`src/verilog/cmp_pkg.sv`:
```
// Constants and types for the comparator output control block
package cmp_pkg;
  localparam int NUM_CH = 2;
  localparam int PIN_W = 6;
  localparam int ADDR_W = 5;
  // Dedicated result pins of the two channels
  localparam int FIRST_RESULT_PIN = 2;
  localparam int SECOND_RESULT_PIN = 3;
  // Register byte offsets
  localparam logic [ADDR_W-1:0] OFS_CTRL0_CH0 = 5'h00;
  localparam logic [ADDR_W-1:0] OFS_CTRL0_CH1 = 5'h04;
  localparam logic [ADDR_W-1:0] OFS_PIN_LEVEL = 5'h08;
  localparam logic [ADDR_W-1:0] OFS_PIN_DIR = 5'h0c;
  localparam logic [ADDR_W-1:0] OFS_ANALOG_SEL = 5'h10;
  localparam logic [ADDR_W-1:0] OFS_PORT_LATCH = 5'h14;
  localparam logic [ADDR_W-1:0] OFS_SHUTDOWN = 5'h18;
  // Control register 0 field positions
  localparam int CTRL_ENABLE_BIT = 7;
  localparam int CTRL_RESULT_BIT = 6;
  localparam int CTRL_PIN_EN_BIT = 5;
  localparam int CTRL_INVERT_BIT = 4;
  localparam int CTRL_UNUSED_BIT = 3;
  localparam int CTRL_SPEED_BIT = 2;
  localparam int CTRL_HYST_BIT = 1;
  localparam int CTRL_SYNC_BIT = 0;
  localparam logic [7:0] CTRL0_RESET = 8'h04;
  localparam logic [7:0] CTRL0_WMASK = 8'hb7;
  // Shutdown control field positions
  localparam int SHD_SRC0_BIT = 0;
  localparam int SHD_SRC1_BIT = 1;
  localparam int SHD_RESTART_BIT = 2;
  localparam int SHD_STATE_BIT = 3;
  localparam logic [3:0] SHD_RESET = 4'h0;
  // Pins reset to analog inputs
  localparam logic [PIN_W-1:0] PIN_DIR_RESET = 6'h3f;
  localparam logic [PIN_W-1:0] ANALOG_SEL_RESET = 6'h3f;
  localparam logic [PIN_W-1:0] PORT_LATCH_RESET = 6'h00;

  typedef struct packed {
    logic enable;
    logic result;
    logic pin_en;
    logic invert;
    logic unused;
    logic speed;
    logic hyst;
    logic sync;
  } cmp_ctrl0_s;
endpackage

```
`src/verilog/cmp_sync2.sv`:
```
// Two-flop synchroniser for comparator, pin and timer clock levels
`timescale 1ns/1ps
module cmp_sync2 #(
  parameter int W = 1
) (
  // Clock and reset
  input wire logic core_clk_i,
  input wire logic rst_n_i,
  // Levels
  input wire logic [W-1:0] async_i,
  output logic [W-1:0] sync_o
);
  logic [W-1:0] meta_r;
  logic [W-1:0] sync_r;

  always_ff @(posedge core_clk_i) begin
    if (!rst_n_i) begin
      meta_r <= '0;
      sync_r <= '0;
    end else begin
      meta_r <= async_i;
      sync_r <= meta_r;
    end
  end

  assign sync_o = sync_r;
endmodule

```
`src/verilog/cmp_chan.sv`:
```
// One comparator channel: gating, polarity, timer-synchronous latch
`timescale 1ns/1ps
module cmp_chan
  import cmp_pkg::*;
(
  // Clock and reset
  input wire logic core_clk_i,
  input wire logic rst_n_i,
  // Control and inputs
  input wire cmp_ctrl0_s ctrl_i,
  input wire logic raw_i,
  input wire logic timer_fall_i,
  // Results
  output logic result_o,
  output logic route_o
);
  logic live;
  logic result_r;
  logic hold_r;

  // Disabled comparator reads low before inversion
  assign live = (ctrl_i.enable & raw_i) ^ ctrl_i.invert;

  always_ff @(posedge core_clk_i) begin
    if (!rst_n_i) begin
      result_r <= 1'b0;
    end else begin
      result_r <= live;
    end
  end

  always_ff @(posedge core_clk_i) begin
    if (!rst_n_i) begin
      hold_r <= 1'b0;
    end else if (timer_fall_i) begin
      hold_r <= live;
    end
  end

  // Async mode passes the live value through without a clock stage
  assign route_o = ctrl_i.sync ? hold_r : live;
  assign result_o = result_r;
endmodule

```
`src/verilog/cmp_ctrl.sv`:
```
// Comparator pair control registers, pin override and PWM shutdown routing
`timescale 1ns/1ps
module cmp_ctrl
  import cmp_pkg::*;
(
  // Clock and reset
  input wire logic core_clk_i,
  input wire logic rst_n_i,
  // Avalon-MM slave
  input wire logic [ADDR_W-1:0] avs_address_i,
  input wire logic avs_read_i,
  input wire logic avs_write_i,
  input wire logic [3:0] avs_byteenable_i,
  input wire logic [31:0] avs_writedata_i,
  output logic [31:0] avs_readdata_o,
  output logic avs_waitrequest_o,
  // Analog front end
  input wire logic [NUM_CH-1:0] cmp_raw_i,
  output logic [NUM_CH-1:0] cmp_enable_o,
  output logic [NUM_CH-1:0] cmp_speed_o,
  output logic [NUM_CH-1:0] cmp_hyst_o,
  // Port pins
  input wire logic [PIN_W-1:0] pin_i,
  output logic [PIN_W-1:0] pin_o,
  output logic [PIN_W-1:0] pin_oe_o,
  // Gate timer
  input wire logic timer_clk_i,
  output logic [NUM_CH-1:0] timer_gate_src_o,
  // PWM shutdown logic
  output logic pwm_shutdown_o
);
  cmp_ctrl0_s ctrl_r [NUM_CH];
  logic [PIN_W-1:0] pin_dir_r;
  logic [PIN_W-1:0] analog_sel_r;
  logic [PIN_W-1:0] port_latch_r;
  logic [NUM_CH-1:0] shd_src_r;
  logic shd_restart_r;
  logic shd_state_r;
  logic shd_state_nxt;
  logic ack_r;
  logic [31:0] readdata_r;
  logic [31:0] rd_nxt;
  logic access;
  logic wr_take;
  logic [NUM_CH-1:0] raw_sync;
  logic [PIN_W-1:0] pin_sync;
  logic tclk_sync;
  logic tclk_prev_r;
  logic timer_fall;
  logic [NUM_CH-1:0] result;
  logic [NUM_CH-1:0] route;
  logic shd_cond;
  logic [PIN_W-1:0] override;

  // Outside levels pass two flops first
  cmp_sync2 #(.W(NUM_CH + PIN_W + 1)) u_sync (
    .core_clk_i(core_clk_i),
    .rst_n_i(rst_n_i),
    .async_i({cmp_raw_i, pin_i, timer_clk_i}),
    .sync_o({raw_sync, pin_sync, tclk_sync})
  );

  always_ff @(posedge core_clk_i) begin
    if (!rst_n_i) begin
      tclk_prev_r <= 1'b0;
    end else begin
      tclk_prev_r <= tclk_sync;
    end
  end

  // Latch on the falling edge so the timer's rising edge sees a settled gate
  assign timer_fall = tclk_prev_r & ~tclk_sync;

  genvar gi;
  generate
    for (gi = 0; gi < NUM_CH; gi++) begin : g_ch
      cmp_chan u_chan (
        .core_clk_i(core_clk_i),
        .rst_n_i(rst_n_i),
        .ctrl_i(ctrl_r[gi]),
        .raw_i(raw_sync[gi]),
        .timer_fall_i(timer_fall),
        .result_o(result[gi]),
        .route_o(route[gi])
      );
      assign cmp_enable_o[gi] = ctrl_r[gi].enable;
      assign cmp_speed_o[gi] = ctrl_r[gi].speed;
      assign cmp_hyst_o[gi] = ctrl_r[gi].hyst;
    end
  endgenerate

  assign timer_gate_src_o = route;

  // Avalon slave: one wait state on every access
  assign access = avs_read_i | avs_write_i;
  assign avs_waitrequest_o = access & ~ack_r;
  assign wr_take = avs_write_i & ack_r & avs_byteenable_i[0];

  always_ff @(posedge core_clk_i) begin
    if (!rst_n_i) begin
      ack_r <= 1'b0;
    end else begin
      ack_r <= access & ~ack_r;
    end
  end

  always_comb begin
    rd_nxt = 32'h0000_0000;
    unique case (avs_address_i)
      OFS_CTRL0_CH0: rd_nxt[7:0] = {ctrl_r[0].enable, result[0], ctrl_r[0][5:4], 1'b0, ctrl_r[0][2:0]};
      OFS_CTRL0_CH1: rd_nxt[7:0] = {ctrl_r[1].enable, result[1], ctrl_r[1][5:4], 1'b0, ctrl_r[1][2:0]};
      OFS_PIN_LEVEL: rd_nxt[PIN_W-1:0] = pin_sync & ~analog_sel_r;
      OFS_PIN_DIR: rd_nxt[PIN_W-1:0] = pin_dir_r;
      OFS_ANALOG_SEL: rd_nxt[PIN_W-1:0] = analog_sel_r;
      OFS_PORT_LATCH: rd_nxt[PIN_W-1:0] = port_latch_r;
      OFS_SHUTDOWN: rd_nxt[3:0] = {shd_state_r, shd_restart_r, shd_src_r};
      default: rd_nxt = 32'h0000_0000;
    endcase
  end

  always_ff @(posedge core_clk_i) begin
    if (!rst_n_i) begin
      readdata_r <= 32'h0000_0000;
    end else if (avs_read_i && !ack_r) begin
      readdata_r <= rd_nxt;
    end
  end

  assign avs_readdata_o = readdata_r;

  // Control register 0 per channel; result and bit 3 are not storable
  generate
    for (gi = 0; gi < NUM_CH; gi++) begin : g_reg
      localparam logic [ADDR_W-1:0] OFS = (gi == 0) ? OFS_CTRL0_CH0 : OFS_CTRL0_CH1;
      always_ff @(posedge core_clk_i) begin
        if (!rst_n_i) begin
          ctrl_r[gi] <= CTRL0_RESET;
        end else if (wr_take && avs_address_i == OFS) begin
          ctrl_r[gi] <= avs_writedata_i[7:0] & CTRL0_WMASK;
        end
      end
    end
  endgenerate

  always_ff @(posedge core_clk_i) begin
    if (!rst_n_i) begin
      pin_dir_r <= PIN_DIR_RESET;
      analog_sel_r <= ANALOG_SEL_RESET;
      port_latch_r <= PORT_LATCH_RESET;
    end else if (wr_take) begin
      if (avs_address_i == OFS_PIN_DIR) begin
        pin_dir_r <= avs_writedata_i[PIN_W-1:0];
      end
      if (avs_address_i == OFS_ANALOG_SEL) begin
        analog_sel_r <= avs_writedata_i[PIN_W-1:0];
      end
      if (avs_address_i == OFS_PORT_LATCH) begin
        port_latch_r <= avs_writedata_i[PIN_W-1:0];
      end
    end
  end

  // Pin override ignores the comparator enable bit
  always_comb begin
    override = '0;
    override[FIRST_RESULT_PIN] = ctrl_r[0].pin_en;
    override[SECOND_RESULT_PIN] = ctrl_r[1].pin_en;
  end

  always_ff @(posedge core_clk_i) begin
    if (!rst_n_i) begin
      pin_o <= PORT_LATCH_RESET;
    end else begin
      pin_o <= port_latch_r;
      if (override[FIRST_RESULT_PIN]) begin
        pin_o[FIRST_RESULT_PIN] <= route[0];
      end
      if (override[SECOND_RESULT_PIN]) begin
        pin_o[SECOND_RESULT_PIN] <= route[1];
      end
    end
  end

  // Driver stays off while the direction bit marks an input
  assign pin_oe_o = ~pin_dir_r;

  // Shutdown: any selected result high trips PWM
  assign shd_cond = |(shd_src_r & route);

  always_comb begin
    shd_state_nxt = shd_state_r;
    if (shd_restart_r && !shd_cond) begin
      shd_state_nxt = 1'b0;
    end
    if (wr_take && avs_address_i == OFS_SHUTDOWN && avs_writedata_i[SHD_STATE_BIT]) begin
      shd_state_nxt = 1'b0;
    end
    // Set wins over a clear in the same cycle
    if (shd_cond) begin
      shd_state_nxt = 1'b1;
    end
  end

  always_ff @(posedge core_clk_i) begin
    if (!rst_n_i) begin
      shd_src_r <= SHD_RESET[NUM_CH-1:0];
      shd_restart_r <= SHD_RESET[SHD_RESTART_BIT];
    end else if (wr_take && avs_address_i == OFS_SHUTDOWN) begin
      shd_src_r <= avs_writedata_i[SHD_SRC1_BIT:SHD_SRC0_BIT];
      shd_restart_r <= avs_writedata_i[SHD_RESTART_BIT];
    end
  end

  always_ff @(posedge core_clk_i) begin
    if (!rst_n_i) begin
      shd_state_r <= SHD_RESET[SHD_STATE_BIT];
    end else begin
      shd_state_r <= shd_state_nxt;
    end
  end

  // Software should read back the result before arming a source
  assign pwm_shutdown_o = shd_state_r;
endmodule

```
`config.mk`:
```
export PLATFORM = sky130hd
export DESIGN_NAME = cmp_ctrl
export DESIGN_NICKNAME = d
export VERILOG_FILES = /design/src/verilog/cmp_pkg.sv /design/src/verilog/cmp_sync2.sv /design/src/verilog/cmp_chan.sv /design/src/verilog/cmp_ctrl.sv
export SDC_FILE = /design/constraint.sdc
export NUM_CORES = 1
export LEC_CHECK = 0
export BUFFER_PORTS_ARGS = -buffer_cell sky130_fd_sc_hd__buf_2
export CAP_MARGIN = 15
export CORE_ASPECT_RATIO = 1.4
export CORE_UTILIZATION = 45
export DETAILED_ROUTE_END_ITERATION = 12
export HOLD_SLACK_MARGIN = 0.06
export MAX_ROUTING_LAYER = met4
export PLACE_DENSITY = 0.83
export SYNTH_ARGS = -nofsm -noshare
export SYNTH_HDL_FRONTEND = slang
export SYNTH_SLANG_ARGS = --single-unit
```
`constraint.sdc`:
```
create_clock -name core_clk_i -period 4.5 [get_ports core_clk_i]
set_input_delay 0.675 -clock core_clk_i [delete_from_list [all_inputs] [get_ports core_clk_i]]
set_output_delay 0.675 -clock core_clk_i [all_outputs]
set_load 0.005 [all_outputs]
```
# Word level (Yosys, flattened, before mapping)
# Memories as Yosys holds them, arrays and structs flattened.
# Index checks and enable logic that the tools add are counted.
totals:
  regBits: 60
  ramBits: 12
  romBits: 0
  latchBits: 0
  output_inout_bits: 54
  in_bits: 54
  n_memories: 1
op_classes:
  multipliers: 0
  addsub: 0
  n_reduce_logical: 14
  n_lt_le_gt_ge: 0
  n_shift: 0
  n_eq_ne: 6
  muxes: 19
  n_div: 0
  bitwise_logic: 17
memory_table:
  columns: ["name", "depth", "word_bits", "rd", "rd_clocked_by_memory_dff", "wr", "line", "source"]
  rows:
  - ["ctrl_r", 2, 6, 2, 0, 2, "cmp_ctrl.sv:32", "cmp_ctrl0_s ctrl_r [NUM_CH];"]
ops:
  columns: ["operator", "count"]
  rows:
  - ["4-bit one-hot mux with 7 select lines", 1]
  - ["5-bit equality test (second input constant)", 3]
  - ["1-bit two-way mux", 14]
  - ["6-bit two-way mux", 2]
  - ["6-bit NOT", 2]
  - ["2-bit one-hot mux with 6 select lines", 1]
  - ["5-bit by 4-bit equality test with 1-bit output (second input constant)", 2]
  - ["1-bit bitwise AND", 6]
  - ["6-bit bitwise AND", 1]
  - ["1-bit logical AND", 6]
  - ["2-bit AND reduction", 3]
  - ["5-bit by 3-bit equality test with 1-bit output (second input constant)", 1]
  - ["5-bit zero test", 1]
  - ["2-bit one-hot mux with 2 select lines", 1]
  - ["1-bit OR", 3]
  - ["3-bit nonzero test", 1]
  - ["2-bit bitwise AND", 1]
  - ["1-bit zero test", 2]
  - ["1-bit NOT", 2]
  - ["2-bit OR reduction", 1]
  - ["1-bit XOR", 2]

# Longest topological paths before layout
# Gate-level depths: netlist of run 1.
# An unclocked memory read counts as a cell.
logic_depth:
  word_depth: 11
  mapped_depth: 6
  depth_no_buf: 4

# By module
# Synthesis of run 1 repeated with hierarchy kept, for this count alone.
unflattened:
  hier_cells: 331
  hier_area_um2: 3184.3
by_module_without_submodules:
  columns: ["mod", "seq_area_each_um2", "area_each_um2", "cells_each", "n_inst"]
  rows:
  - ["cmp_ctrl", 1121.1, 2497.4, 274, 1]
  - ["cmp_sync2", 360.3, 501.7, 37, 1]
  - ["cmp_chan", 40.0, 92.6, 10, 2]

# Least setup slack after synthesis of run 1
# Ideal clock, no wire load.
synth_path:
  path_kind: "in2reg"
  startpoint: "in avs_address_i[4]"
  endpoint: "mem ctrl_r[0][0] (netlist name) (enable)"
  cell_stages: 4
  setup_slack_ns: 2.509
  setup_ns: 0.377
  n_path_buf: 1
  required_ns: 4.123
  arrival_time_ns: 1.614
  cell_sequence: "buf_6 > nor3_4 > nand2_1 > o21ai_0"
synth_rtl:
  columns: ["element", "line", "source"]
  rows:
  - ["start: declaration", "cmp_ctrl.sv:10", "input wire logic [ADDR_W-1:0] avs_address_i,"]
  - ["end: declaration", "cmp_ctrl.sv:32", null]

==> results of run 1 <==
-- metal layers --
| layer | vias to the layer above | global-route usage, % |
|---|---|---|
| met4 | 0 | 16.04 |
| met1 | 1121 | 23.02 |
| met3 | 31 | 3.295 |
| li1 | 1201 | - |
| met2 | 108 | 31.27 |
| met5 | - | - |
-- power by group through the flow --
stage / registers (mW) / logic (mW) / clock network, mW
6_report: 0.679 / 0.0980 / 0.483
5_1_grt: 0.680 / 0.109 / 0.519
4_1_cts: 0.678 / 0.0974 / 0.491
3_5_place_dp: 0.693 / 0.0973 / 0
3_3_place_gp: 0.693 / 0.0956 / 0
2_1_floorplan: 0.691 / 0.0850 / 0
-- cells in the final DEF, fill, tap and decap left out, types with 3 or more instances in the layout --
master,n
dfxtp_1,60
buf_2,55
and2_1,41
nand2_1,33
conb_1,24
nand3_1,17
nor2b_1,16
mux2i_1,12
edfxtp_1,12
o21ai_0,11
clkbuf_8,9
nor2_1,8
o21ai_1,8
inv_1,7
a22o_1,6
a22oi_1,5
a31oi_1,5
nor2b_4,4
and3_1,4
nand4_2,3
o211ai_1,3
a21oi_1,3
-- kinds of logic (layout without fill, tap and decap cells) --
group                  Yosys count  in the layout  share of synthesized area (%)
AND/OR/NAND/NOR                144            144                          26.06
other                            1             24                         0.1117
buffers and inverters           56             78                          11.37
multiplexers                    14             14                          4.251
AO/OA/AOI/OAI                   53             53                          11.15
XOR/XNOR                         2              2                         0.5221
flip-flops                      72             72                          46.53
-- flip-flops by register name, summed over array words and instances (netlist names) --
name,flops
g_ch.u_chan.result_o,2
u_sync.meta_r,9
ctrl_r,12
g_ch.u_chan.hold_r,2
avs_readdata_o,8
port_latch_r,6
analog_sel_r,6
pwm_shutdown_o,1
tclk_prev_r,1
shd_restart_r,1
shd_src_r,2
pin_o,6
ack_r,1
u_sync.sync_o,9
pin_dir_r,6
-- cell type report --
class                      instances  area share, %
clock buffer                      11          4.158
clock inverter                     5          1.022
inverter                           7         0.7157
multi-input combinational        237          40.83
sequential                        72          42.54
tap                               95          3.238
timing repair buffer              55          7.498
-- per-stage QoR --
stage / setup slack (ps) / power, mW / util, % / std cells
final: 2349 / 1.259 / 51.91 / 482
after global routing: 2256 / 1.307 / 51.91 / 482
after CTS: 2338 / 1.267 / 51.91 / 482
after detailed placement: 2046 / 0.7907 / 49.22 / 466
after global placement: 2107 / 0.7884 / 49.22 / 466
after floorplan: 2509 / 0.7756 / - / 365
-- worst min-delay path by stage --
stage | startpoint | end
final | u_sync.meta_r[4] | u_sync.sync_o[4]
after global routing | u_sync.meta_r[2] | u_sync.sync_o[2]
after CTS | u_sync.meta_r[4] | u_sync.sync_o[4]
after detailed placement | u_sync.meta_r[4] | u_sync.sync_o[4]
after global placement | u_sync.meta_r[0] | u_sync.sync_o[0]
after floorplan | u_sync.meta_r[0] | u_sync.sync_o[0]
==> metrics.md, run 1 <==
| Metric | Value |
|---|---|
| Fin Clk Skew | just under 8 ps |
| Slowest stage delay, CP | 440 ps |
| Wire length on met1 | 2809 um |
| Vias per std cell | between 5 and 6 |
| Max-slew violations | 0 |
| Hold slack | 435.1 ps |
| Vias in the first global route | 2317 |
| Sequential cell area fraction in the yosys report | 46.53% |
| Post-DP HPWL | 5255 um |
| Worst path buffer plus inverter count | 1 |
| Initial core utilization | between 40% and 50% |
| First-pass GRT wire length | about 11000 um |
| Drt pass-1 iters | 4 |
| H-tree Lvls | 3 |
| Clk root buf | clkbuf_8 |
| Fmax | 465.0 MHz |
| CTS clk-pin slew, worst paths | 70 ps |
| Worst r2r src | ack_r |
| Mapped cell area | 3356 um^2 |
| Max Cap Viol | 0 |
| Antenna cells | 0 |
| Max Used Layer | met4 |
| Reg2Reg Capture Point | ctrl_r[1][2] |
| Power per Cell Area | around 340 nW/um^2 |
| WL final | 7175 um |
| WL/cell | approximately 15 um |
| Post-synth EDFFs | 12 |
| P_int | 944.1 uW |
| Met3 Wirelength | about 370 um |
| CP Launch Type | register |
| Layout cells sized above 1 | between 20% and 30% |
| Layout Nets | 436 |
| Area Overhead vs Synth | 9.396% |
| Critical Path AT | 1480 ps |
| Die W | 74.99 um |
| Hold depth | 1 |
| Maximum VDD drop | roughly 0.14 mV |
| Mean Syn Cell Area | 9.812 um^2 |
| Top Ports | 108 |
| Post-route clock period utilization | a little under half |
| Placed Area | around 3500 um^2 |
| CP max FO | 4 |
| CTS tree | done |
| Yosys reg bits | 72 |
| Cells after Synth | 342 |
| Top cell type's share of synthesized area | a little over a third |
| Worst relative slew slack | between 30 and 40% |
| Clock buffer depth | 2 |
| Height of the die | 104.2 um |
| Synthesis warning total | 0 |
| Worst reg-to-reg path cell count | 3 |
| Critical path's slowest cell | edfxtp_1 |
| Multi-input logic area | 1499 um^2 |
| Critical Path Sink Type | primary output |
| Ys async rst share | 0% |
| Setup slack, reg-to-reg | 2800 ps |
| NetSw | 315.4 uW |
| Antenna violations before repair | 0 |
| Largest delay share family, worst path | flip-flops |
| Gr usage total | 20.45% |
| CTS Sinks | 72 |
| Unique masters post-synth | 50 |
| Pin count of the biggest net entering global routing | between 60 and 70 |
| Cells along the critical path | nor2b_1, a221o_1, buf_2 |
| Final ANT Viol Nets | 0 |
| Logic pwr share | 7.8% |
| Status | finished, final reports clean |
| Gpl congestion | 0.9087 |
| Die area | 7812 um^2 |
| Register Area | 1562 um^2 |
| Top post-synthesis cells by area | dfxtp_1 36%, edfxtp_1 11%, buf_4 7.8% |
| Met2 Wirelength | 3577 um |
| CTS resizes | 0 |
| Post-CTS Setup Inserts | 0 |
| Cell taking the most area after synthesis | dfxtp_1 |
| Crit Path Category | reg2out |
| Hold Violations, Final | 0 |
| Core Area | ~7100 um^2 |
| Row count | 36 |
| Cts hold-fix bufs | 0 |
| Grt ovf | 0 |
| RSZ-0062 raised after global routing | false |
| Most used flip-flop cell after synthesis | dfxtp_1 |
| Design Area, Final | between 3000 and 4000 um^2 |
| Layout fillers | between 600 and 700 |
| Seq pwr share | 53.9% |
| CP startpoint | ctrl_r[0][3] |
| LEAKAGE | 1.698 nW |
| Most frequent cells after synthesis | 60 x dfxtp_1, 41 x and2_1, 35 x buf_4 |
| Iteration-0 DRC Markers | 244 |
| Final routed DRC violation total | 0 |
| Most frequent cell after synthesis | dfxtp_1 |
| Worst setup path endpoint | timer_gate_src_o[0] |
| Number of buffers created by CTS | 9 |
| Fin crit period | around 2200 ps |
| Number of cells on the critical path | 3 |
| Net Sw Frac | roughly a quarter |
| Setup TNS | 0 ps |
| Port-buffer cells | 55 |
| Hold crit path type | reg2reg |
| Slew @ Worst Pin | 944.1 ps |
| Clk Latency, worst-skew pair | 350 ps |
| Endpoints failing setup | 0 |
| Routed vias | 2461 |
| CP required | 3830 ps |
| Clk pwr share | 38.3% |
(Power assumes the default switching activity.)
==> run 2: changes to the inputs <==
==> constraint.sdc (replaced) <==
create_clock -name core_clk_i -period 2.16 [get_ports core_clk_i]
set_input_delay 0.324 -clock core_clk_i [delete_from_list [all_inputs] [get_ports core_clk_i]]
set_output_delay 0.324 -clock core_clk_i [all_outputs]
set_load 0.005 [all_outputs]
==> run 2 against run 1 <==
- clock skew up 4.9 ps
- global-route usage about the same
- power up 110%
- count of clock-buffer cells in the layout unchanged
- critical endpoint is now timer_gate_src_o[1]
- design area up 1.5%
- register-to-register slack worse by 2300 ps
- die area unchanged
- setup slack worse by 2000 ps
- first-iteration DRC count down 5.3%
- cell count up 1.2%
- sequential share of layout area down 0.63 points
==> metrics.md, run 2 (same netlist as run 1, synthesis figures left out) <==
| Metric | Value |
|---|---|
| Fmax | between 500 and 600 MHz |
| Port-buffer cells | 55 (unchanged) |
| Crit Path Category | reg2out |
| Worst relative slew slack | 66.80% (+30 points) |
| Critical Path Sink Type | primary output |
| CTS resizes | 0 (unchanged) |
| Hold Violations, Final | 0 (unchanged) |
| Drt pass-1 iters | 4 (unchanged) |
| Final routed DRC violation total | 0 (unchanged) |
| Most flop-heavy register | ctrl_r |
| First-pass GRT wire length | 11510 um (+1.2%) |
| Critical Path AT | 1490 ps (about the same) |
| Top Ports | 108 (unchanged) |
| Maximum VDD drop | 0.3810 mV (+180%) |
| Vias per std cell | 5.070 (-0.71%) |
| Die area | 7812 um^2 (unchanged) |
| Pin count of the biggest net entering global routing | 34 (-48%) |
| Tot Pwr | 2.659 mW (+110%) |
| Post-DP HPWL | 5426 um (+3.3%) |
| CTS clk-pin slew, worst paths | 80 ps (about the same) |
| Iteration-0 DRC Markers | 231 (-5.3%) |
| Most common cell after layout, fill and taps aside | dfxtp_1 |
| Layout Nets | 442 (+1.4%) |
| Height of the die | 104.2 um (unchanged) |
| Layout cells sized above 1 | 23.92% (+1.4 points) |
| Gr usage total | 20.47% (about the same) |
| WL/cell | 14.94 um (+0.35%) |
| Area Overhead vs Synth | 11.04% |
| Vias in the first global route | 2336 (+0.82%) |
| Post-route clock period utilization | 83.90% |
| Gpl congestion | 0.9144 (+0.63%) |
| Routed vias | 2474 (+0.53%) |
| Post-CTS Setup Inserts | 0 (unchanged) |
| CP required | 1840 ps (-1990 ps) |
| Most frequent cells in the layout | 60 x dfxtp_1, 55 x buf_2, 41 x and2_1, 33 x nand2_1, 24 x conb_1 |
| Status | finished, final reports clean |
| Clk root buf | clkbuf_8 |
| Grt ovf | 0 (unchanged) |
| Endpoints failing setup | 0 (unchanged) |
| LEAKAGE | 1.726 nW (+1.6%) |
| CP max FO | 4 (unchanged) |
| Die W | 74.99 um (unchanged) |
| CTS tree | done |
| Antenna violations before repair | 0 (unchanged) |
| WL final | 7290 um (+1.6%) |
| Core Area | 7072 um^2 (unchanged) |
| Hold crit path type | in2reg |
| Clk Latency, worst-skew pair | 350 ps (about the same) |
| Fin Clk Skew | 12.69 ps (+4.933 ps) |
| CTS Sinks | 72 (unchanged) |
| Number of buffers created by CTS | 9 (unchanged) |
| Power per Cell Area | 713.7 nW/um^2 (+110%) |
| Antenna cells | 0 (unchanged) |
| Row count | 36 (unchanged) |
| Setup slack, reg-to-reg | 550 ps (-2250 ps) |
| RSZ-0062 raised after global routing | false |
| Max-slew violations | 0 (unchanged) |
| Fin crit period | ~1800 ps |
| Cts hold-fix bufs | 0 (unchanged) |
| H-tree Lvls | 3 (unchanged) |
| CP Launch Type | register |
| Number of flip-flops in the largest register | 12 (unchanged) |
| Setup TNS | 0 ps (unchanged) |
| Slew @ Worst Pin | 497.0 ps (-447.1 ps) |
| Initial core utilization | 47.45% (unchanged) |
| Clock buffer depth | 2 (unchanged) |
| Final ANT Viol Nets | 0 (unchanged) |
| Max Cap Viol | 0 (unchanged) |
run 2: layout make-up:
cell class	count	area (um^2)
multi-input cells	237	1499
repair buffers	61	320.3
inverters	7	26.28
well taps	95	118.9
fillers	650	3346
flip-flops and latches	72	1562
clock buffers	11	162.7
clock inverters	5	37.54
run 2: critical path, stage by stage (launching register included):
cell and delay [ps]:
edfxtp_1 460, nor2b_1 160, a221o_1 380, buf_2 150
run 2: layer usage:
metal  vias to the layer above  wire (um)  track usage, %
met5                         -          0               -
met4                         0        343           14.56
met3                        25        472           3.876
met2                       115       3673           32.69
met1                      1119       2801           22.03
li1                       1215          -               -
run 2: power by group:
group | switching [mW] | internal [mW]
Sequential | 0.0180 | 1.40
Clock | 0.512 | 0.521
Combinational | 0.129 | 0.0839
Total | 0.659 | 2.00
run 2: worst paths after layout:
kind                    startpoint                  end  cells after the start
setup / recovery      ctrl_r[1][3]  timer_gate_src_o[1]                      3
hold / removal            pin_i[1]     u_sync.meta_r[2]                      2
setup reg to reg             ack_r      port_latch_r[3]                      4
hold reg to reg   u_sync.meta_r[1]     u_sync.sync_o[1]                      1
run 2: through the flow:
step | instance area, um^2 | hold slack [ps] | cells | utilization [%] | setup WS [ps]
after floorplan | 3442 | 411.9 | 365 | - | 519.9
after global placement | 3526 | 414.3 | 472 | 49.86 | 465.1
after detailed placement | 3526 | 420.0 | 472 | 49.86 | 452.3
after CTS | 3726 | 161.6 | 488 | 52.69 | 355.0
after global routing | 3726 | 168.4 | 488 | 52.69 | 334.8
final | 3726 | 173.5 | 488 | 52.69 | 347.8
==> run 3: changes to the inputs <==
==> constraint.sdc (replaced) <==
create_clock -name core_clk_i -period 1.71 [get_ports core_clk_i]
set_input_delay 0.2565 -clock core_clk_i [delete_from_list [all_inputs] [get_ports core_clk_i]]
set_output_delay 0.2565 -clock core_clk_i [all_outputs]
set_load 0.005 [all_outputs]
==> run 3 against run 2 <==
- utilization up 1.5 points
- combinational power up 33%
- flip-flop and latch count unchanged
- critical path depth unchanged
- power up 34%
- cell count up 1.8%
==> metrics.md, run 3 (same netlist as run 1, synthesis figures left out) <==
| Metric | Value |
|---|---|
| Drt pass-1 iters | 4 (unchanged) |
| WL final | 7531 um (+3.3%) |
| CP Launch Type | register |
| Height of the die | 104.2 um (unchanged) |
| Area Overhead vs Synth | 14.28% |
| Iteration-0 DRC Markers | 190 (-18%) |
| Hold slack | 110.3 ps (-63.14 ps) |
| Hold Violations, Final | 0 (unchanged) |
| Clk Latency, worst-skew pair | 350 ps (about the same) |
| Clock buffer depth | 2 (unchanged) |
| Final ANT Viol Nets | 0 (unchanged) |
| Endpoints failing setup | 0 (unchanged) |
| Dpl ws | 108.5 ps (-343.8 ps) |
| Routed vias | 2511 (+1.5%) |
| Fin Clk Skew | 6.483 ps (-6.211 ps) |
| Post-route clock period utilization | 96.76% |
| Inst Count DP | 476 (+0.85%) |
| Post-Route Utilization | 54.23% (+1.5 points) |
| Layout cells sized above 1 | 26.12% (+2.2 points) |
| Core Area | 7072 um^2 (unchanged) |
| Worst r2r src | ack_r |
| WL/cell | 15.15 um (+1.4%) |
| Final non-filler cell total | 497 (+1.8%) |
| Gr usage total | 21.02% (+0.55 points) |
| Vias per std cell | 5.052 (-0.34%) |
| Maximum VDD drop | 0.4597 mV (+21%) |
| First-pass GRT wire length | 11910 um (+3.5%) |
| Antenna violations before repair | 0 (unchanged) |
| Layout Nets | 451 (+2.0%) |
| RSZ-0062 raised after global routing | true |
| H-tree Lvls | 3 (unchanged) |
| Power per Cell Area | 927.9 nW/um^2 (+30%) |
| Max-slew violations | 0 (unchanged) |
| Clk root buf | clkbuf_8 |
| Design Area, Final | 3835 um^2 (+2.9%) |
| Most frequent cells in the layout | 60 x dfxtp_1, 55 x buf_2, 41 x and2_1, 33 x nand2_1, 24 x conb_1 |
| CP startpoint | ctrl_r[0][0] |
| Final routed DRC violation total | 0 (unchanged) |
| Tot Pwr | 3.558 mW (+34%) |
| Post-DP HPWL | 5624 um (+3.7%) |
| Row count | 36 (unchanged) |
| Crit Path Category | reg2out |
| Status | finished, final reports clean |
| Critical Path AT | 1400 ps (-90 ps) |
| Setup slack, reg-to-reg | 290 ps (-260 ps) |
| CTS clk-pin slew, worst paths | 80 ps (about the same) |
| Fmax | ~600 MHz |
| CTS Sinks | 72 (unchanged) |
| Gpl congestion | 0.9304 (+1.7%) |
| Antenna cells | 0 (unchanged) |
| Number of flip-flops in the largest register | 12 (unchanged) |
| CP max FO | 4 (unchanged) |
| Most flop-heavy register | ctrl_r |
| Setup TNS | 0 ps (unchanged) |
| Hold crit path type | in2reg |
| Max Cap Viol | 0 (unchanged) |
| Most common cell after layout, fill and taps aside | dfxtp_1 |
| Port-buffer cells | 55 (unchanged) |
| Number of buffers created by CTS | 9 (unchanged) |
| Vias in the first global route | 2358 (+0.94%) |
| Fin crit period | 1655 ps |
| Placed Area | 3556 um^2 (+0.85%) |
| Worst setup path endpoint | timer_gate_src_o[0] |
| CP required | 1450 ps (-390 ps) |
| Initial core utilization | 47.45% (unchanged) |
| Reg2Reg Capture Point | port_latch_r[3] |
| Grt ovf | 0 (unchanged) |
| Pin count of the biggest net entering global routing | 36 (+5.9%) |
| Hold Path Origin | pin_i[1] |
| Die W | 74.99 um (unchanged) |
| Final WS setup | 55.35 ps (-292.5 ps) |
| Die area | 7812 um^2 (unchanged) |
| LEAKAGE | 1.789 nW (+3.7%) |
| Worst reg-to-reg path cell count | 4 (unchanged) |
| Top Ports | 108 (unchanged) |
| CTS tree | done |
| Critical Path Sink Type | primary output |
==> run 3: worst min-delay path by stage <==
stage                             to  slack [ps]  cells after the start
floorplan            analog_sel_r[0]         380                      2
global placement    u_sync.sync_o[0]         410                      1
detailed placement  u_sync.sync_o[7]         420                      1
CTS                 u_sync.meta_r[1]          90                      2
global route        u_sync.meta_r[1]         100                      2
finish              u_sync.meta_r[2]         110                      2
==> run 3: report_power, final <==
part	switching (mW)	leakage [nW]	internal, mW
clock	0.637	0.116	0.852
sequential	0.0231	0.607	1.76
combinational	0.165	1.07	0.119
total	0.825	1.79	2.73
==> run 3: critical path: stages, from the launching register on <==
cell      delay, ps
edfxtp_1        460
nor4bb_1        290
a221o_1         180
buf_2           120
==> run 3: area by class of cell <==
cell class,instances,area [um^2]
well taps,95,118.9
repair buffers,70,387.9
clock buffers,11,173.9
multi-input cells,237,1506
inverters,7,26.28
flip-flops and latches,72,1562
clock inverters,5,60.06
fillers,649,3237
==> run 3: layer usage <==
layer  wire (um)  vias up  global-route usage (%)
met4         325        0                   13.07
met2        3875       92                   33.46
li1            -     1225                       -
met3         390       23                   3.391
met5           0        -                       -
met1        2940     1171                   23.94
==> run 3: timing repair <==
item	4_1_cts	5_1_grt
buffers inserted	3	2
cloned	0	0
endpoints found under the setup margin	2	2
pin swaps	1	1
hold buffers	0	0
resized for setup	0	2
